==> src/core/cfgpin_pkg.sv <==
// Constants, mode encodings and state type for the configuration pin control block.
// Assumes a 20 MHz system clock; every pin input is synchronised before use.
package cfgpin_pkg;

	// ==========================================================================
	// Clock and synchroniser bank
	localparam int CLK_HZ = 20_000_000;
	localparam int SYNC_W = 12;
	localparam int SYNC_RECONFIG = 0;
	localparam int SYNC_INIT = 1;
	localparam int SYNC_SLAVE_SEL = 2;
	localparam int SYNC_PIN_A = 3;
	localparam int SYNC_PIN_B = 4;
	localparam int SYNC_CONFIG_CLOCK = 5;
	localparam int SYNC_TOE = 6;
	localparam int SYNC_TCK = 7;
	localparam int SYNC_SHIFT_EN = 8;
	localparam int SYNC_SHIFT_DATA = 9;
	localparam int SYNC_MODE_LO = 10;
	localparam int SYNC_MODE_HI = 11;

	// ==========================================================================
	// Configuration modes and sequencing
	localparam logic [1:0] MODE_MASTER_SPI = 2'h0;
	localparam logic [1:0] MODE_SLAVE_SPI = 2'h1;
	localparam int CLEAR_W = 4;
	localparam logic [CLEAR_W-1:0] CLEAR_LAST = 4'h7;
	localparam int DIV_W = 3;
	localparam logic [DIV_W-1:0] CONFIG_CLOCK_HALF_LAST = 3'h3;
	localparam int BIT_CNT_W = 7;
	localparam logic [BIT_CNT_W-1:0] CONFIG_LAST_BIT = 7'h3f;
	localparam int CMD_CNT_W = 4;
	localparam logic [CMD_CNT_W-1:0] CMD_BITS = 4'h8;
	localparam logic [7:0] READ_CMD = 8'h03;
	localparam logic OPEN_DRAIN_LOW = 1'b0;
	localparam int USER_IO_W = 8;

	// ==========================================================================
	// Embedded RAM save timing
	localparam int SAVE_TIME_MS = 1500;
	localparam int SAVE_TIME_MAX_MS = 3000;
	localparam int SAVE_CNT_W = 26;
	localparam int SAVE_CYCLES_DEFAULT = SAVE_TIME_MS * (CLK_HZ / 1000);

	typedef enum logic [1:0] {ST_CLEAR, ST_WAIT_INIT, ST_LOAD, ST_DONE} cfg_state_t;

endpackage

==> src/core/test_port_if.sv <==
// Signals between the configuration core and the test data output stage.
// Assumes both ends run on the same system clock.
`timescale 1ns/10ps
`default_nettype none
interface test_port_if;
	logic tck_fall;
	logic shift_en;
	logic shift_data;
	logic tdo;
	logic tdo_oe_n;
	modport core (output tck_fall, output shift_en, output shift_data, input tdo, input tdo_oe_n);
	modport stage (input tck_fall, input shift_en, input shift_data, output tdo, output tdo_oe_n);
endinterface
`default_nettype wire

==> src/core/tap_output_stage.sv <==
// Test data output stage: updates the serial output and its enable on test clock falls.
// Assumes the falling edge arrives as a one-cycle pulse from synchronised logic.
`timescale 1ns/10ps
`default_nettype none
module tap_output_stage
(
	input wire logic clk,
	input wire logic sys_rst,
	test_port_if.stage tp
);
	import cfgpin_pkg::*;

	// ==========================================================================
	// Output register, moved only on a falling test clock
	always_ff @(posedge clk)
	begin
		if (sys_rst)
		begin
			tp.tdo <= 1'b0;
			tp.tdo_oe_n <= 1'b1;
		end
		else if (tp.tck_fall)
		begin
			tp.tdo <= tp.shift_data;
			tp.tdo_oe_n <= !tp.shift_en;
		end
	end
endmodule
`default_nettype wire

==> src/core/config_pin_control.sv <==
// Configuration pin control: request, ready and done handshake, mode capture,
// master and slave SPI loading, global I/O tristate and the embedded RAM save timer.
// Assumes pins reach it raw; open-drain pins are split into out and active-low enable.
`timescale 1ns/10ps
`default_nettype none
module config_pin_control
#(
	parameter int SAVE_CYCLES = cfgpin_pkg::SAVE_CYCLES_DEFAULT
)
(
	input wire logic clk,
	input wire logic sys_rst,
	input wire logic [1:0] cfg_mode_pins,
	input wire logic reconfig_request_n,
	input wire logic init_ready_n_in,
	output logic init_ready_n_out,
	output logic init_ready_n_oe_n,
	input wire logic done_in,
	output logic done_out,
	output logic done_oe_n,
	input wire logic config_clock_in,
	output logic config_clock_out,
	output logic config_clock_oe_n,
	input wire logic spi_data_pin_a_in,
	output logic spi_data_pin_a_out,
	output logic spi_data_pin_a_oe_n,
	input wire logic spi_data_pin_b_in,
	output logic spi_data_pin_b_out,
	output logic spi_data_pin_b_oe_n,
	output logic flash_select_out_n,
	input wire logic slave_select_in_n,
	input wire logic output_tristate_ctl_n,
	input wire logic [cfgpin_pkg::USER_IO_W-1:0] user_io_oe_n_in,
	output logic [cfgpin_pkg::USER_IO_W-1:0] user_io_oe_n,
	input wire logic tck,
	input wire logic test_shift_en,
	input wire logic test_shift_data,
	output logic tdo,
	output logic tdo_oe_n,
	output logic cfg_data,
	output logic cfg_data_valid,
	output logic [1:0] cfg_mode,
	output logic config_done,
	input wire logic ram_save_req,
	output logic ram_save_busy
);
	import cfgpin_pkg::*;

	localparam logic [SAVE_CNT_W-1:0] SAVE_LAST = SAVE_CNT_W'(SAVE_CYCLES - 1);

	logic [SYNC_W-1:0] sync_raw;
	logic [SYNC_W-1:0] sync_meta;
	logic [SYNC_W-1:0] sync_q;
	logic init_prev;
	logic config_clock_prev;
	logic tck_prev;
	logic [1:0] mode_q;
	cfg_state_t state;
	logic [CLEAR_W-1:0] clear_cnt;
	logic [DIV_W-1:0] div_cnt;
	logic [CMD_CNT_W-1:0] cmd_cnt;
	logic [7:0] cmd_shift;
	logic [BIT_CNT_W-1:0] bit_cnt;
	logic [SAVE_CNT_W-1:0] save_cnt;
	logic master_load;
	logic slave_load;
	logic master_rise;
	logic master_fall;
	logic slave_rise;
	logic init_rise;
	logic bit_event;
	logic load_entry;
	test_port_if tp();

	// ==========================================================================
	// Pin synchronisers, two flops per input; done is only driven, never read here
	assign sync_raw = {cfg_mode_pins, test_shift_data, test_shift_en, tck, output_tristate_ctl_n,
		config_clock_in, spi_data_pin_b_in, spi_data_pin_a_in, slave_select_in_n,
		init_ready_n_in, reconfig_request_n};

	generate
		for (genvar i = 0; i < SYNC_W; i++)
		begin : g_sync
			always_ff @(posedge clk)
			begin
				sync_meta[i] <= sync_raw[i];
				sync_q[i] <= sync_meta[i];
			end
		end
	endgenerate

	assign mode_q = sync_q[SYNC_MODE_HI:SYNC_MODE_LO];

	// Edge history on the settled stage only
	always_ff @(posedge clk)
	begin
		if (sys_rst)
		begin
			init_prev <= 1'b0;
			config_clock_prev <= 1'b0;
			tck_prev <= 1'b0;
		end
		else
		begin
			init_prev <= sync_q[SYNC_INIT];
			config_clock_prev <= sync_q[SYNC_CONFIG_CLOCK];
			tck_prev <= sync_q[SYNC_TCK];
		end
	end

	assign init_rise = sync_q[SYNC_INIT] && !init_prev;
	assign master_load = (state == ST_LOAD) && (cfg_mode == MODE_MASTER_SPI);
	assign slave_load = (state == ST_LOAD) && (cfg_mode != MODE_MASTER_SPI);
	assign load_entry = (state == ST_WAIT_INIT) && init_rise && sync_q[SYNC_RECONFIG];

	// ==========================================================================
	// Configuration sequencer; a request always wins over any other step
	always_ff @(posedge clk)
	begin
		if (sys_rst || !sync_q[SYNC_RECONFIG])
		begin
			state <= ST_CLEAR;
			clear_cnt <= '0;
			init_ready_n_oe_n <= OPEN_DRAIN_LOW;
			done_oe_n <= OPEN_DRAIN_LOW;
			if (sys_rst)
				cfg_mode <= MODE_SLAVE_SPI;
		end
		else
		begin
			case (state)
				ST_CLEAR:
				begin
					if (clear_cnt == CLEAR_LAST)
					begin
						state <= ST_WAIT_INIT;
						init_ready_n_oe_n <= 1'b1;
					end
					else
						clear_cnt <= clear_cnt + 1'b1;
				end
				ST_WAIT_INIT:
				begin
					// An outside driver may stretch init low; capture only on its release
					if (init_rise)
					begin
						cfg_mode <= mode_q;
						state <= ST_LOAD;
					end
				end
				ST_LOAD:
				begin
					// Mode stays frozen here until the next request
					if (bit_event && bit_cnt == CONFIG_LAST_BIT)
					begin
						state <= ST_DONE;
						done_oe_n <= 1'b1;
					end
				end
				default:
				begin
					state <= ST_DONE;
				end
			endcase
		end
	end

	assign init_ready_n_out = OPEN_DRAIN_LOW;
	assign done_out = OPEN_DRAIN_LOW;
	assign config_done = done_oe_n;

	// ==========================================================================
	// Master clock divider; the configuration clock is ours only in master mode
	always_ff @(posedge clk)
	begin
		if (sys_rst || !master_load)
		begin
			div_cnt <= '0;
			config_clock_out <= 1'b0;
		end
		else if (div_cnt == CONFIG_CLOCK_HALF_LAST)
		begin
			div_cnt <= '0;
			config_clock_out <= !config_clock_out;
		end
		else
			div_cnt <= div_cnt + 1'b1;
	end

	assign master_rise = master_load && div_cnt == CONFIG_CLOCK_HALF_LAST && !config_clock_out;
	assign master_fall = master_load && div_cnt == CONFIG_CLOCK_HALF_LAST && config_clock_out;
	// Slave edges come from the host clock as sampled; at 400 ns it gives 8 samples per period
	assign slave_rise = slave_load && sync_q[SYNC_CONFIG_CLOCK] && !config_clock_prev && !sync_q[SYNC_SLAVE_SEL];
	assign bit_event = (master_rise && cmd_cnt == CMD_BITS) || slave_rise;

	// ==========================================================================
	// Read command out, configuration bits in
	always_ff @(posedge clk)
	begin
		if (sys_rst || load_entry)
		begin
			cmd_shift <= READ_CMD;
			cmd_cnt <= '0;
			bit_cnt <= '0;
			cfg_data <= 1'b0;
			cfg_data_valid <= 1'b0;
		end
		else
		begin
			cfg_data_valid <= bit_event;
			if (master_fall)
				cmd_shift <= {cmd_shift[6:0], 1'b0};
			if (master_rise && cmd_cnt != CMD_BITS)
				cmd_cnt <= cmd_cnt + 1'b1;
			if (bit_event)
			begin
				// Master takes data on pin B, slave on pin A
				cfg_data <= master_load ? sync_q[SYNC_PIN_B] : sync_q[SYNC_PIN_A];
				bit_cnt <= bit_cnt + 1'b1;
			end
		end
	end

	// ==========================================================================
	// Pin directions and chip select
	always_ff @(posedge clk)
	begin
		if (sys_rst)
		begin
			flash_select_out_n <= 1'b1;
			config_clock_oe_n <= 1'b1;
			spi_data_pin_a_out <= 1'b0;
			spi_data_pin_a_oe_n <= 1'b1;
			spi_data_pin_b_out <= 1'b0;
			spi_data_pin_b_oe_n <= 1'b1;
		end
		else
		begin
			flash_select_out_n <= !master_load;
			config_clock_oe_n <= !master_load;
			spi_data_pin_a_out <= cmd_shift[7];
			spi_data_pin_a_oe_n <= !master_load;
			// Slave echoes the last bit, driving only while selected
			spi_data_pin_b_out <= cfg_data;
			spi_data_pin_b_oe_n <= !(slave_load && !sync_q[SYNC_SLAVE_SEL]);
		end
	end

	// ==========================================================================
	// Global user I/O tristate
	always_ff @(posedge clk)
	begin
		if (sys_rst)
			user_io_oe_n <= '1;
		else if (!sync_q[SYNC_TOE])
			user_io_oe_n <= '1;
		else
			user_io_oe_n <= user_io_oe_n_in;
	end

	// ==========================================================================
	// Embedded RAM save timer, busy for the typical save time
	always_ff @(posedge clk)
	begin
		if (sys_rst)
		begin
			save_cnt <= '0;
			ram_save_busy <= 1'b0;
		end
		else if (ram_save_busy)
		begin
			if (save_cnt == SAVE_LAST)
			begin
				ram_save_busy <= 1'b0;
				save_cnt <= '0;
			end
			else
				save_cnt <= save_cnt + 1'b1;
		end
		else if (ram_save_req)
			ram_save_busy <= 1'b1;
	end

	// ==========================================================================
	// Test output stage; the test clock is either parked or free-running
	assign tp.tck_fall = tck_prev && !sync_q[SYNC_TCK];
	assign tp.shift_en = sync_q[SYNC_SHIFT_EN];
	assign tp.shift_data = sync_q[SYNC_SHIFT_DATA];
	assign tdo = tp.tdo;
	assign tdo_oe_n = tp.tdo_oe_n;

	tap_output_stage u_tap_output_stage
	(
		.clk(clk),
		.sys_rst(sys_rst),
		.tp(tp)
	);
endmodule
`default_nettype wire

==> config.mk <==
export PLATFORM = sky130hd
export DESIGN_NAME = config_pin_control
export DESIGN_NICKNAME = d
export VERILOG_FILES = /design/src/core/cfgpin_pkg.sv /design/src/core/test_port_if.sv /design/src/core/tap_output_stage.sv /design/src/core/config_pin_control.sv
export SDC_FILE = /design/constraint.sdc
export NUM_CORES = 1
export LEC_CHECK = 0
export ABC_AREA = 1
export BUFFER_PORTS_ARGS = -buffer_cell sky130_fd_sc_hd__buf_2
export CAP_MARGIN = 0
export CORE_MARGIN = 4
export CORE_UTILIZATION = 55
export DETAILED_ROUTE_END_ITERATION = 7
export PLACE_DENSITY = 0.76
export SLEW_MARGIN = 20
export SYNTH_ARGS = -nofsm -noshare
export SYNTH_HDL_FRONTEND = slang
export SYNTH_SLANG_ARGS = --single-unit
==> constraint.sdc <==
create_clock -name clk -period 1.7 [get_ports clk]
set_input_delay 0.085 -clock clk [delete_from_list [all_inputs] [get_ports clk]]
set_output_delay 0.085 -clock clk [all_outputs]
set_load 0.02 [all_outputs]
---- After elaboration in Yosys (flattened, before gate mapping) ----
Index checks and enable logic that the tools add are counted.
Widths: inputs -> output; s select.
word-level totals
  memories kept ........................... 0
  bits in read-only memories .............. 0
  word-level logic and storage cells ...... 121
  output and inout bits ................... 27
  register bits after elaboration ......... 103
  memory bits (writable) .................. 0
  bits in latches ......................... 0
  bits of input ports ..................... 24
cells by class
  $add $sub $neg .......................... 5
  multiplexer cells ....................... 13
  div/mod/pow operators ................... 0
  reductions and logical operators ........ 41
  shifts and indexed selects .............. 0
  equal/unequal tests ..................... 12
  order comparisons ....................... 0
  multipliers ............................. 0
  bitwise operators ....................... 2
operators by type and width
  cell                   number
  $add 26x1->26 const B  1
  $eq 26x25->1 const B   1
  $mux 26                1
  $logic_and 1x1->1      16
  $mux 2                 7
  $logic_not 1->1        9
  $add 4x1->4 const B    2
  $add 7x1->7 const B    1
  $eq 7x6->1 const B     1
  $ne 2x2->1 const B     3
  $pmux 2 s3             1
  $reduce_and 2->1       3
  $reduce_and 3->1       2
  $reduce_bool 2->1      3
  $eq 4x3->1 const B     1
  $eq 4x4->1 const B     1
  $logic_not 2->1        2
  $logic_or 1x1->1       4
  $mux 1                 4
  $ne 4x4->1 const B     1
  $reduce_or 2->1        2
  $add 3x1->3 const B    1
  $eq 3x2->1 const B     1
  $eq 2x1->1 const B     1
  other kinds (3)        4

---- Logic depth before layout (Yosys ltp) ----
Gate-level depths: netlist of the first run.
  depth after elaboration ................. 9
  mapped depth ............................ 10
  gate-level depth less buffers ........... 10

---- By module ----
Synthesis of the first run repeated with hierarchy kept, for this count alone.
second synthesis, totals
  cell total of the unflattened synthesis .. 519
  area, all modules ....................... 4052.6 µm²
modules (own cells, without submodules)
  module              times used  cells an instance  seq. area each (µm²)  area an instance (µm²)
  config_pin_control  1           506                2042.0                3970.1
  tap_output_stage    1           13                 40.0                  82.6

---- Worst setup path after synthesis of the first run ----
OpenSTA, ideal clock, no wires.
  path kind ............................... register to register
  start point ............................. reg save_cnt[0]
  end point ............................... reg save_cnt[9]
  library setup time ...................... 0.115 ns
  buffers on the path ..................... 1
  arrival time ............................ 1.397 ns
  slack ................................... 0.188 ns
  period minus slack after synthesis ...... 1.512 ns
  required time ........................... 1.585 ns
  stages on the path, launching flop included .. 8
  path through ............................ dfxtp_1 > ha_1 > nand3_1 > nor2_2 > nand3_1 > o21ai_2 > buf_6 > nor2_1
on the way
  cells in the longest elaborated chain, start to end .. 2
  elaborated cells on any way between the ends .. 3
  classes of those cells .................. 1 x add/sub; 1 x eq/ne; 1 x mux
RTL lines
  item                                                  line                                                  text
  from (decl)                                           config_pin_control.sv:64                              logic [SAVE_CNT_W-1:0] save_cnt;
  from (signal assigned)                                config_pin_control.sv:278                             save_cnt <= save_cnt + 1'b1;
  $add 26x1->26 / $eq 26x25->1 (equally long branches)  config_pin_control.sv:278, config_pin_control.sv:272
  $mux 26 *                                             config_pin_control.sv:272                             if (save_cnt == SAVE_LAST)
Mark *: on every way between the ends. The rest lies on a longest branch, timed or not.
A chain may end at the register's enable or synchronous reset.

---- Worst setup path in the final report of the first run ----
  start point ............................. reg save_cnt[1]
  end point ............................... reg save_cnt[16]
Same word-level chain as after synthesis.

==> metrics, run 1 <==
type of element launching the critical path register; Die Area 8930 um2; number of cells traversed by the worst register-to-register path 9; RePlAce Congestion 0.876; Port Buffers 47; synthesized instance count between 500 and 600; mean cell area of the mapped netlist between 7 and 8 um2; number of nets in the layout around 640; hold path startpoint sys_rst; Netlist Area Pre-Place about 4100 um2; hold violation total from the final report 0; run status completed; Pre-Repair DR Iteration Count 5; clock buffer depth 2; maximum net fanout on the critical path 4; cell-internal power approximately 0.0034 W; clk sinks 103; sequential-to-total area share from yosys stat 0.506; DR iter-0 viols 157; count of yosys warnings during synthesis 0; timing-limited maximum frequency 642 MHz; number of primary I/O pins 51; n_diodes 0; wire length of the first global-routing pass approximately 14 mm; chain of cells forming the critical path ha_1, nand2_1, nor2_1, nand2_2, nor2_4, nand3_1, nor2_1, nor2_1, nor2_1; H-tree lvl count 3; RR Startpoint save_cnt[1]$_SDFFE_PP0P_; Register-to-Register Setup Slack roughly 0.14 ns; max capacitance violation total 0; number of register bits inferred by synthesis roughly 100; clock buffer count from CTS 9; Final Skew approximately 0.007 ns; net switching power of the design between 0.0009 and 0.001 W; top_reg_cell synth dfxtp_1; overall via count from detail_route 3396; routed via count divided by cell count roughly 4.8; final worst path period share 0.916; post-DR wirelength/cell 11.4 um; final worst-path setup slack ~0.14 ns; measured slew at the worst slew-check pin 0.514 ns; class of the worst hold path input port to register; area taken by multi-input logic gates between 1500 and 2000 um2; hold path depth 2; category of the most critical setup path register to register; antenna violations before repair 0; placeable core region ~7300 um2; Worst slew margin 0.656; share of power burned in the clock network 0.373; fill count 593; layout cell share with drive strength beyond 1 0.159; critical path endpoint category register; pins over their slew limit 0; cell with the largest stage delay on the worst path dfxtp_1; total detailed-routing wirelength 8.09 mm; total number of placement rows 31; die extent in x between 90 and 100 um; total congestion overflow after global routing 0; Skew-Pair Late Insertion Delay 0.36 ns; number of synthesized flops with an enable pin 2; Worst R2R End save_cnt[16]$_SDFFE_PP0P_; maximum number of pins on one net before global-route repair 17; Leakage Power 2.08 nW; worst path required time approximately 2.0 ns; Slowest Stage Delay on Critical Path 0.36 ns; worst IR drop on VDD about 0.61 mV; most repeated library cell on the critical path nor2_1; number of library cell types mapped by synthesis 34; TritonCTS clock tree built; final setup violating endpoints 0; Remaining DRCs 0; root buf cell clkbuf_8; Worst Path Arrival 1.86 ns; relative contribution of combinational cells to total power 0.050; Register Area 2080 um2; Die Height roughly 94 um; synth-to-layout area growth 19.8%; minimum clock period approximately 1.6 ns; Final ANT Viol Nets 0; initial core utilization 0.567; setup slack at placement ~0.10 ns; half-perimeter wire length of the detailed placement result 5.59 mm; RSZ-0062 raised after global routing false; Setup Total Neg Slack 0 ns; GR Util All Layers 0.197; switching portion of total power 0.218; clock input transition at the sequential cells of the worst setup and hold paths ~0.09 ns; number of global-route vias before repair between 3000 and 4000; FFs w/ async S/R, synth 0; total power density per cell area 877 nW/um2; Worst Hold End save_cnt[2]$_SDFFE_PP0P_; Seq pwr share 0.577
-- power by group through the flow --
| stage | Sequential, W | Clock (W) | Combinational, W |
|---|---|---|---|
| floorplan | 0.00256 | 0 | 0.0000885 |
| global placement | 0.00255 | 0 | 0.000172 |
| detailed placement | 0.00255 | 0 | 0.000177 |
| CTS | 0.00250 | 0.00166 | 0.000215 |
| global route | 0.00250 | 0.00174 | 0.000244 |
| finish | 0.00249 | 0.00161 | 0.000217 |
-- metrics by stage --
stage	utilization	power (W)	instances	area, um2	hold slack, ns
after global routing	0.680	0.00448	710	4930	0.0509
after floorplan	-	0.00265	529	4120	0.113
after CTS	0.674	0.00437	708	4890	0.0132
after detailed placement	0.615	0.00273	671	4460	0.189
final	0.680	0.00432	710	4930	0.0299
after global placement	0.615	0.00272	671	4460	0.187
-- timing repair --
action                                  4_1_cts  5_1_grt
setup buffers                                 0        2
hold buffers                                 21        0
gates resized for setup                       0        6
endpoints found under the setup margin        0       11
endpoints found under the hold margin        21        0
-- routing by layer --
| layer | share of wire | track usage | wire (um) | up-vias |
|---|---|---|---|---|
| li1 | - | - | - | 1793 |
| met1 | 0.45 | 0.239 | 3620 | 1519 |
| met2 | 0.50 | 0.341 | 4000 | 72 |
| met3 | 0.038 | 0.0351 | 310 | 12 |
| met4 | 0.019 | 0.0877 | 151 | 0 |
| met5 | 0 | 0 | 0 | - |
-- flip-flops by register name, summed over array words and instances, names as in the netlist, 2 cells and up --
| register | count |
|---|---|
| cfg_mode | 2 |
| sync_meta | 12 |
| bit_cnt | 7 |
| cmd_cnt | 4 |
| state | 2 |
| user_io_oe_n | 8 |
| mode_q | 2 |
| clear_cnt | 4 |
| save_cnt | 26 |
| div_cnt | 3 |
| sync_q | 8 |
| cmd_shift | 8 |
-- worst max-delay path by stage --
stage | to | slack [ns] | startpoint
floorplan | save_cnt[9]$_SDFFE_PP0P_ | 0.19 | save_cnt[0]$_SDFFE_PP0P_
global placement | bit_cnt[0]$_SDFFE_PP0P_ | 0.17 | div_cnt[0]$_SDFF_PP0_
detailed placement | bit_cnt[0]$_SDFFE_PP0P_ | 0.10 | div_cnt[0]$_SDFF_PP0_
CTS | save_cnt[12]$_SDFFE_PP0P_ | 0.07 | save_cnt[1]$_SDFFE_PP0P_
global route | save_cnt[12]$_SDFFE_PP0P_ | 0.01 | save_cnt[1]$_SDFFE_PP0P_
finish | save_cnt[16]$_SDFFE_PP0P_ | 0.14 | save_cnt[1]$_SDFFE_PP0P_
-- area by class of cell --
type	count	share of cell area
Clock buffer	13	0.0343
Multi-Input combinational cell	340	0.343
Tap cell	99	0.0251
Sequential cell	103	0.422
Timing Repair Buffer	79	0.110
Inverter	73	0.0556
Clock inverter	3	0.00990
-- worst max-delay path: cells and delay by family, from the launching register on --
kind,cells,cell delay (ns)
adders and majority gates,1,0.21
DFF,1,0.36
and+or+nand+nor,8,0.95
-- kinds of logic (layout without fill, tap and decap cells) --
logic type	count (synthesis)	in the layout	share of synthesized area
buffers and inverters	86	168	0.0900
flip-flops	103	103	0.506
adder cells (fa/ha/maj)	7	7	0.0213
XOR/XNOR	14	14	0.0298
AO/OA/AOI/OAI	37	37	0.0505
AND/OR/NAND/NOR	280	280	0.301
other	1	2	0.000912
-- cell usage in the layout, fill, tap and decap left out, types with 2 or more instances in the layout --
cell and instances:
clkbuf_8 12, nor2_1 91, edfxtp_1 2, nand4_1 12, a21oi_1 21, dlygate4sd3_1 21, o21ai_0 9, xnor2_1 10
nand3_1 40, buf_2 47, nand2_2 4, nand2_4 2, dfxtp_1 101, nor2_4 4, inv_1 71, a21oi_2 2
ha_1 7, o21ai_2 2, conb_1 2, nand2_1 106, xor2_1 4, buf_4 10, nor3_1 11, nor2_2 4
-- cell usage after synthesis, types with 2 or more instances --
cell	count	share of area
nor2_4	3	0.0082
nor2_1	93	0.085
a21oi_1	21	0.026
o21ai_0	9	0.011
ha_1	7	0.021
xor2_1	4	0.0085
o21ai_2	2	0.0043
clkbuf_1	4	0.0036
nand3_1	40	0.049
nor2_2	3	0.0046
a21oi_2	2	0.0043
inv_1	71	0.065
nand4_1	12	0.018
dfxtp_1	101	0.49
nand2_1	107	0.098
edfxtp_1	2	0.015
nand2_4	3	0.0082
nand2_2	3	0.0046
nor3_1	12	0.015
xnor2_1	10	0.021
buf_4	6	0.011
(Power assumes the default switching activity.)
==> run 2, diff against run 1 <==
--- a/config.mk
+++ b/config.mk
@@ -5,13 +5,12 @@
 export SDC_FILE = /design/constraint.sdc
 export NUM_CORES = 1
 export LEC_CHECK = 0
-export ABC_AREA = 1
 export BUFFER_PORTS_ARGS = -buffer_cell sky130_fd_sc_hd__buf_2
 export CAP_MARGIN = 0
 export CORE_MARGIN = 4
 export CORE_UTILIZATION = 55
 export DETAILED_ROUTE_END_ITERATION = 7
-export PLACE_DENSITY = 0.76
+export PLACE_DENSITY = 0.77
 export SLEW_MARGIN = 20
 export SYNTH_ARGS = -nofsm -noshare
 export SYNTH_HDL_FRONTEND = slang
==> run 2 against run 1 <==
Net effect:
- the flow now finishes with violations (setup timing)
- utilization rose by 9.8 points
- clock power fell by 6%
- clock skew rose by 0.00088 ns
- register-to-register slack got worse by 0.29 ns
- setup slack got worse by 0.29 ns
- critical path depth fell by 4
- power fell by 2.1%
- largest cell class unchanged
- highest routed layer unchanged
==> metrics, run 2 <==
run status complete, but fails checks; failing checks setup timing; Largest Register save_cnt; count of yosys warnings during synthesis 0; timing-limited maximum frequency ~540 MHz; Final Skew 0.00806 ns; relative contribution of combinational cells to total power 0.053; clock input transition at the sequential cells of the worst setup and hold paths ~0.1 ns; number of synthesized flops with an enable pin 2; synthesized instance count roughly 380; share of power burned in the clock network 0.356; DR iter-0 viols roughly 210; cell with the largest stage delay on the worst path or4_4; synth cell count leaders 101 x dfxtp_1, 38 x nor2_1, 20 x nand2_1; top_reg_cell synth dfxtp_1; clock buffer depth 2; Final ANT Viol Nets 0; kind of cell adding the most delay to the critical path simple AND/OR/NAND/NOR gates; worst path required time 2.00 ns; final worst path period share 1.08; hold violation total from the final report 0; root buf cell clkbuf_8; Pre-Repair DR Iteration Count 5; overall via count from detail_route between 3000 and 4000; final worst-path setup slack -0.142 ns; Remaining DRCs 0; Die Area 8370 um2; half-perimeter wire length of the detailed placement result 5.17 mm; Die Height between 90 and 100 um; mean cell area of the mapped netlist just over 10 um2; most repeated library cell on the critical path or4_4; Skew-Pair Late Insertion Delay around 0.36 ns; initial core utilization 0.564; Seq pwr share 0.591; Slowest Stage Delay on Critical Path 0.53 ns; most frequent cell after synthesis dfxtp_1; Register Area about 2100 um2; share of the synthesized area in the top cell type 0.528; wire length of the first global-routing pass 14.5 mm; final setup violating endpoints 28; Netlist Area Pre-Place between 3000 and 4000 um2; RePlAce Congestion a little under 0.9; H-tree lvl count 3; net switching power of the design 0.000970 W; switching portion of total power 0.229; total number of placement rows 30; utilization of the core after routing 0.777; ranking of synthesized cells by area dfxtp_1 53%, nor2_1 3.7%, mux2i_1 3.7%; number of global-route vias before repair roughly 3200; placeable core region a little under 7000 um2; fill count slightly above 400; clk sinks approximately 100; number of register bits inferred by synthesis between 100 and 150; number of library cell types mapped by synthesis 52; sequential-to-total area share from yosys stat 0.543; worst hold slack after final layout ~0.016 ns; category of the most critical setup path register to register; Leakage Power a little over 2 nW; class of the worst hold path input port to register; number of nets in the layout ~540; biggest regs save_cnt (26), sync_meta (12); critical path endpoint category register; cell type with the largest total area after synthesis dfxtp_1; worst IR drop on VDD around 0.62 mV; TritonCTS clock tree built; RSZ-0062 raised after global routing true; maximum number of pins on one net before global-route repair 18; pins over their slew limit 0; Worst Path Arrival between 2 and 2.5 ns; Placed Cells 548; cell-internal power ~0.0033 W; max capacitance violation total 0; buffers plus inverters on the worst setup path 1; post-DR wirelength/cell between 15 and 20 um; total detailed-routing wirelength just over 9 mm; non-filler cells in the finished layout 609; leading cell type in the layout, fill and taps excluded dfxtp_1; n_diodes 0; flip-flop count of the largest register after layout 26; layout cell share with drive strength beyond 1 0.365; highest-count cells in the layout ignoring fill and taps 87 x dfxtp_1, 58 x buf_4, 48 x buf_2; clock buffer count from CTS 9; type of element launching the critical path register; die extent in x between 90 and 100 um; number of primary I/O pins ~50; minimum clock period between 1.5 and 2 ns; antenna violations before repair 0; total congestion overflow after global routing 0; FFs w/ async S/R, synth 0; total power density per cell area about 800 nW/um2; Port Buffers 47; PnR Total Power 0.00423 W; synth-to-layout area growth 37.8%; chain of cells forming the critical path nand4_1, buf_4, or4_4, or4_4, a21oi_2; routed via count divided by cell count between 5 and 6; maximum net fanout on the critical path 5; area taken by multi-input logic gates 1820 um2; GR Util All Layers 0.214
[run 2: worst paths after layout]
| path | start | to | slack (ns) | cells after the start |
|---|---|---|---|---|
| max | save_cnt[6]$_SDFFE_PP0P_ | save_cnt[24]$_SDFFE_PP0P_ | -0.14 | 5 |
| min | sys_rst | spi_data_pin_b_out$_SDFF_PP0_ | 0.02 | 2 |
| max reg2reg | save_cnt[6]$_SDFFE_PP0P_ | save_cnt[24]$_SDFFE_PP0P_ | -0.14 | 5 |
| min reg2reg | sync_meta[7]$_DFF_P_ | sync_q[7]$_DFF_P_ | 0.33 | 0 |
[run 2: layout make-up]
type	instances	area share
Sequential cell	103	0.400
Multi-Input combinational cell	247	0.345
Timing Repair Buffer	136	0.188
Clock buffer	11	0.0308
Tap cell	96	0.0227
Inverter	11	0.00782
Clock inverter	5	0.00687
[run 2: timing repair]
item	CTS	global route
cloned	2	1
endpoints found under the setup margin	35	45
buffers inserted	17	6
hold buffers	21	0
resized for setup	32	30
hold endpoints to repair	21	0
pin swaps	24	15
[run 2: power groups by stage]
stage          Combinational (W)  Clock (W)  Sequential (W)
2_1_floorplan          0.0000766          0         0.00257
3_3_place_gp            0.000150          0         0.00256
3_5_place_dp            0.000155          0         0.00256
4_1_cts                 0.000212    0.00153         0.00250
5_1_grt                 0.000247    0.00164         0.00251
6_report                0.000226    0.00151         0.00250
[run 2: per-stage QoR]
step	setup slack, ns	area (um2)	TNS [ns]
floorplan	-0.150	3920	-0.933
global placement	-0.0743	4470	-0.238
detailed placement	-0.124	4470	-0.651
CTS	-0.109	5130	-0.555
global route	-0.213	5280	-4.30
finish	-0.142	5280	-1.93
[run 2: per-layer routing]
layer | vias up | share of wire | global-route usage
met3 | 27 | 0.046 | 0.0472
met4 | 0 | 0.031 | 0.0867
met2 | 102 | 0.50 | 0.367
li1 | 1572 | - | -
met1 | 1542 | 0.42 | 0.257
met5 | - | 0 | 0
[run 2: kinds of logic after synthesis]
kind of cell               after synthesis  share of synthesized area
AOI/OAI and AO/OA                       48                     0.0754
buffers and inverters                   30                     0.0411
adders and majority gates                7                     0.0229
DFF                                    103                      0.543
muxes                                   14                     0.0366
and+or+nand+nor                        156                      0.236
other                                    1                   0.000978
xor gates and xnor gates                19                     0.0434
==> run 3, diff against run 2 <==
--- a/config.mk
+++ b/config.mk
@@ -5,7 +5,7 @@
 export SDC_FILE = /design/constraint.sdc
 export NUM_CORES = 1
 export LEC_CHECK = 0
-export BUFFER_PORTS_ARGS = -buffer_cell sky130_fd_sc_hd__buf_2
+export BUFFER_PORTS_ARGS = -buffer_cell sky130_fd_sc_hd__clkbuf_2
 export CAP_MARGIN = 0
 export CORE_MARGIN = 4
 export CORE_UTILIZATION = 55
==> run 3 against run 2 <==
Net effect:
- the run still ends with setup timing left
- hold slack better by 0.32 ns
- global-route usage up 0.50 points
- critical path depth unchanged
- first-iteration DRC count up 30%
- via count up 4.8%
- clock power about the same
- largest cell class unchanged
==> metrics, run 3 (same netlist as run 2, synthesis figures left out) <==
run status complete, but fails checks; failing checks setup timing; final worst path period share 1.10; die extent in x about 91 um; Critical Path Sink save_cnt[21]$_SDFFE_PP0P_; utilization of the core after routing 0.791; setup slack at placement -0.129 ns; TritonCTS clock tree built; layout cell share with drive strength beyond 1 0.386; Largest Register save_cnt; antenna violations before repair 0; synth-to-layout area growth 40.2%; minimum clock period between 1.5 and 2 ns; RR Startpoint save_cnt[1]$_SDFFE_PP0P_; Worst slew margin 0.624; Worst R2R End save_cnt[21]$_SDFFE_PP0P_; Remaining DRCs 0; Register-to-Register Setup Slack -0.17 ns; max capacitance violation total 0; flip-flop count of the largest register after layout 26; total power density per cell area between 700 and 800 nW/um2; timing-limited maximum frequency 536 MHz; total congestion overflow after global routing 0; Port Buffers 47; Leakage Power 2.07 nW; total number of placement rows 30; highest-count cells in the layout ignoring fill and taps 87 x dfxtp_1, 54 x buf_4, 47 x clkbuf_2; half-perimeter wire length of the detailed placement result 5.29 mm; RePlAce Congestion slightly below 0.9; routed via count divided by cell count between 5 and 6; type of element launching the critical path register; Skew-Pair Late Insertion Delay roughly 0.38 ns; category of the most critical setup path register to register; hold violation total from the final report 0; wire length of the first global-routing pass roughly 15 mm; Die Area approximately 8400 um2; final worst-path setup slack -0.166 ns; Die Height between 90 and 100 um; measured slew at the worst slew-check pin around 0.56 ns; root buf cell clkbuf_8; biggest regs save_cnt (26), sync_meta (12); launch point of the worst path save_cnt[1]$_SDFFE_PP0P_; number of nets in the layout between 500 and 600; RSZ-0062 raised after global routing true; initial core utilization 0.564; leading cell type in the layout, fill and taps excluded dfxtp_1; pins over their slew limit 0; Pre-Repair DR Iteration Count 7; critical path endpoint category register; Final Skew around 0.013 ns; final setup violating endpoints 36; number of primary I/O pins 51; number of global-route vias before repair between 3000 and 4000; maximum number of pins on one net before global-route repair 20; clock buffer count from CTS 9; n_diodes 0; total detailed-routing wirelength roughly 10 mm; worst path required time around 1.9 ns; H-tree lvl count 3; worst IR drop on VDD 0.712 mV; clock input transition at the sequential cells of the worst setup and hold paths 0.11 ns; class of the worst hold path register to register; Worst Path Arrival 2.11 ns; clock buffer depth 2; overall via count from detail_route between 3000 and 4000; number of cells traversed by the worst register-to-register path 5; maximum net fanout on the critical path 5; DR iter-0 viols 279; GR Util All Layers 0.219; clk sinks around 100; placeable core region roughly 6800 um2; post-DR wirelength/cell 16.6 um; Setup Total Neg Slack -2.07 ns; Final ANT Viol Nets 0; hold path depth 0
## run 3: cell count changes in the layout (fill, tap and decap cells not counted), moves of 4 or more
| cell | delta |
|---|---|
| buf_2 | -48 |
| clkbuf_2 | +47 |
| nor2_1 | -8 |
| nor2_2 | +5 |
| or3_4 | +5 |
| buf_4 | -4 |
## run 3: timing repair
action / CTS / global route
setup endpoints to repair: 34 / 45
hold buffers: 22 / 0
setup buffers: 16 / 9
pin swaps: 25 / 20
hold endpoints to repair: 22 / 0
gates cloned: 3 / 0
gates resized for setup: 28 / 53
## run 3: area by class of cell
class / count / area, um2
fillers: 404 / 1420
inverters: 11 / 41.3
repair buffers: 135 / 1020
clock inverters: 6 / 62.6
well taps: 96 / 120
clock buffers: 10 / 138
flip-flops and latches: 103 / 2110
multi-input cells: 248 / 1880
## run 3: how the worst min path moves through the flow
stage,startpoint,endpoint,slack [ns]
after floorplan,reconfig_request_n,sync_meta[0]$_DFF_P_,0.11
after global placement,init_ready_n_in,sync_meta[1]$_DFF_P_,0.19
after detailed placement,output_tristate_ctl_n,sync_meta[6]$_DFF_P_,0.19
after CTS,slave_select_in_n,sync_meta[2]$_DFF_P_,0.32
after global routing,cfg_mode_pins[0],sync_meta[10]$_DFF_P_,0.34
final,sync_meta[7]$_DFF_P_,sync_q[7]$_DFF_P_,0.34
## run 3: per-layer routing
layer	vias to the layer above	routed length, um	GRT usage
met3	58	689	0.0423
li1	1585	-	-
met5	-	0	0
met1	1590	4080	0.264
met4	0	503	0.114
met2	167	4860	0.366
## run 3: per-stage QoR
stage	hold WS [ns]	area [um2]	power, W	std cells
after global placement	0.187	4460	0.00271	545
after floorplan	0.113	3920	0.00265	379
after global routing	0.337	5370	0.00440	609
after CTS	0.324	5130	0.00427	602
after detailed placement	0.189	4460	0.00272	545
final	0.340	5370	0.00427	609
## run 3: worst max-delay path, stage by stage, from the launching register on
cell	delay [ns]
dfxtp_4	0.39
nand4_4	0.10
or4_4	0.61
buf_6	0.15
o21ai_0	0.35
a21oi_2	0.13
## run 3: where the power goes
part           internal [W]  total [W]  switching [W]
sequential          0.00247    0.00250      0.0000292
clock              0.000610    0.00153       0.000917
combinational      0.000122   0.000237       0.000114
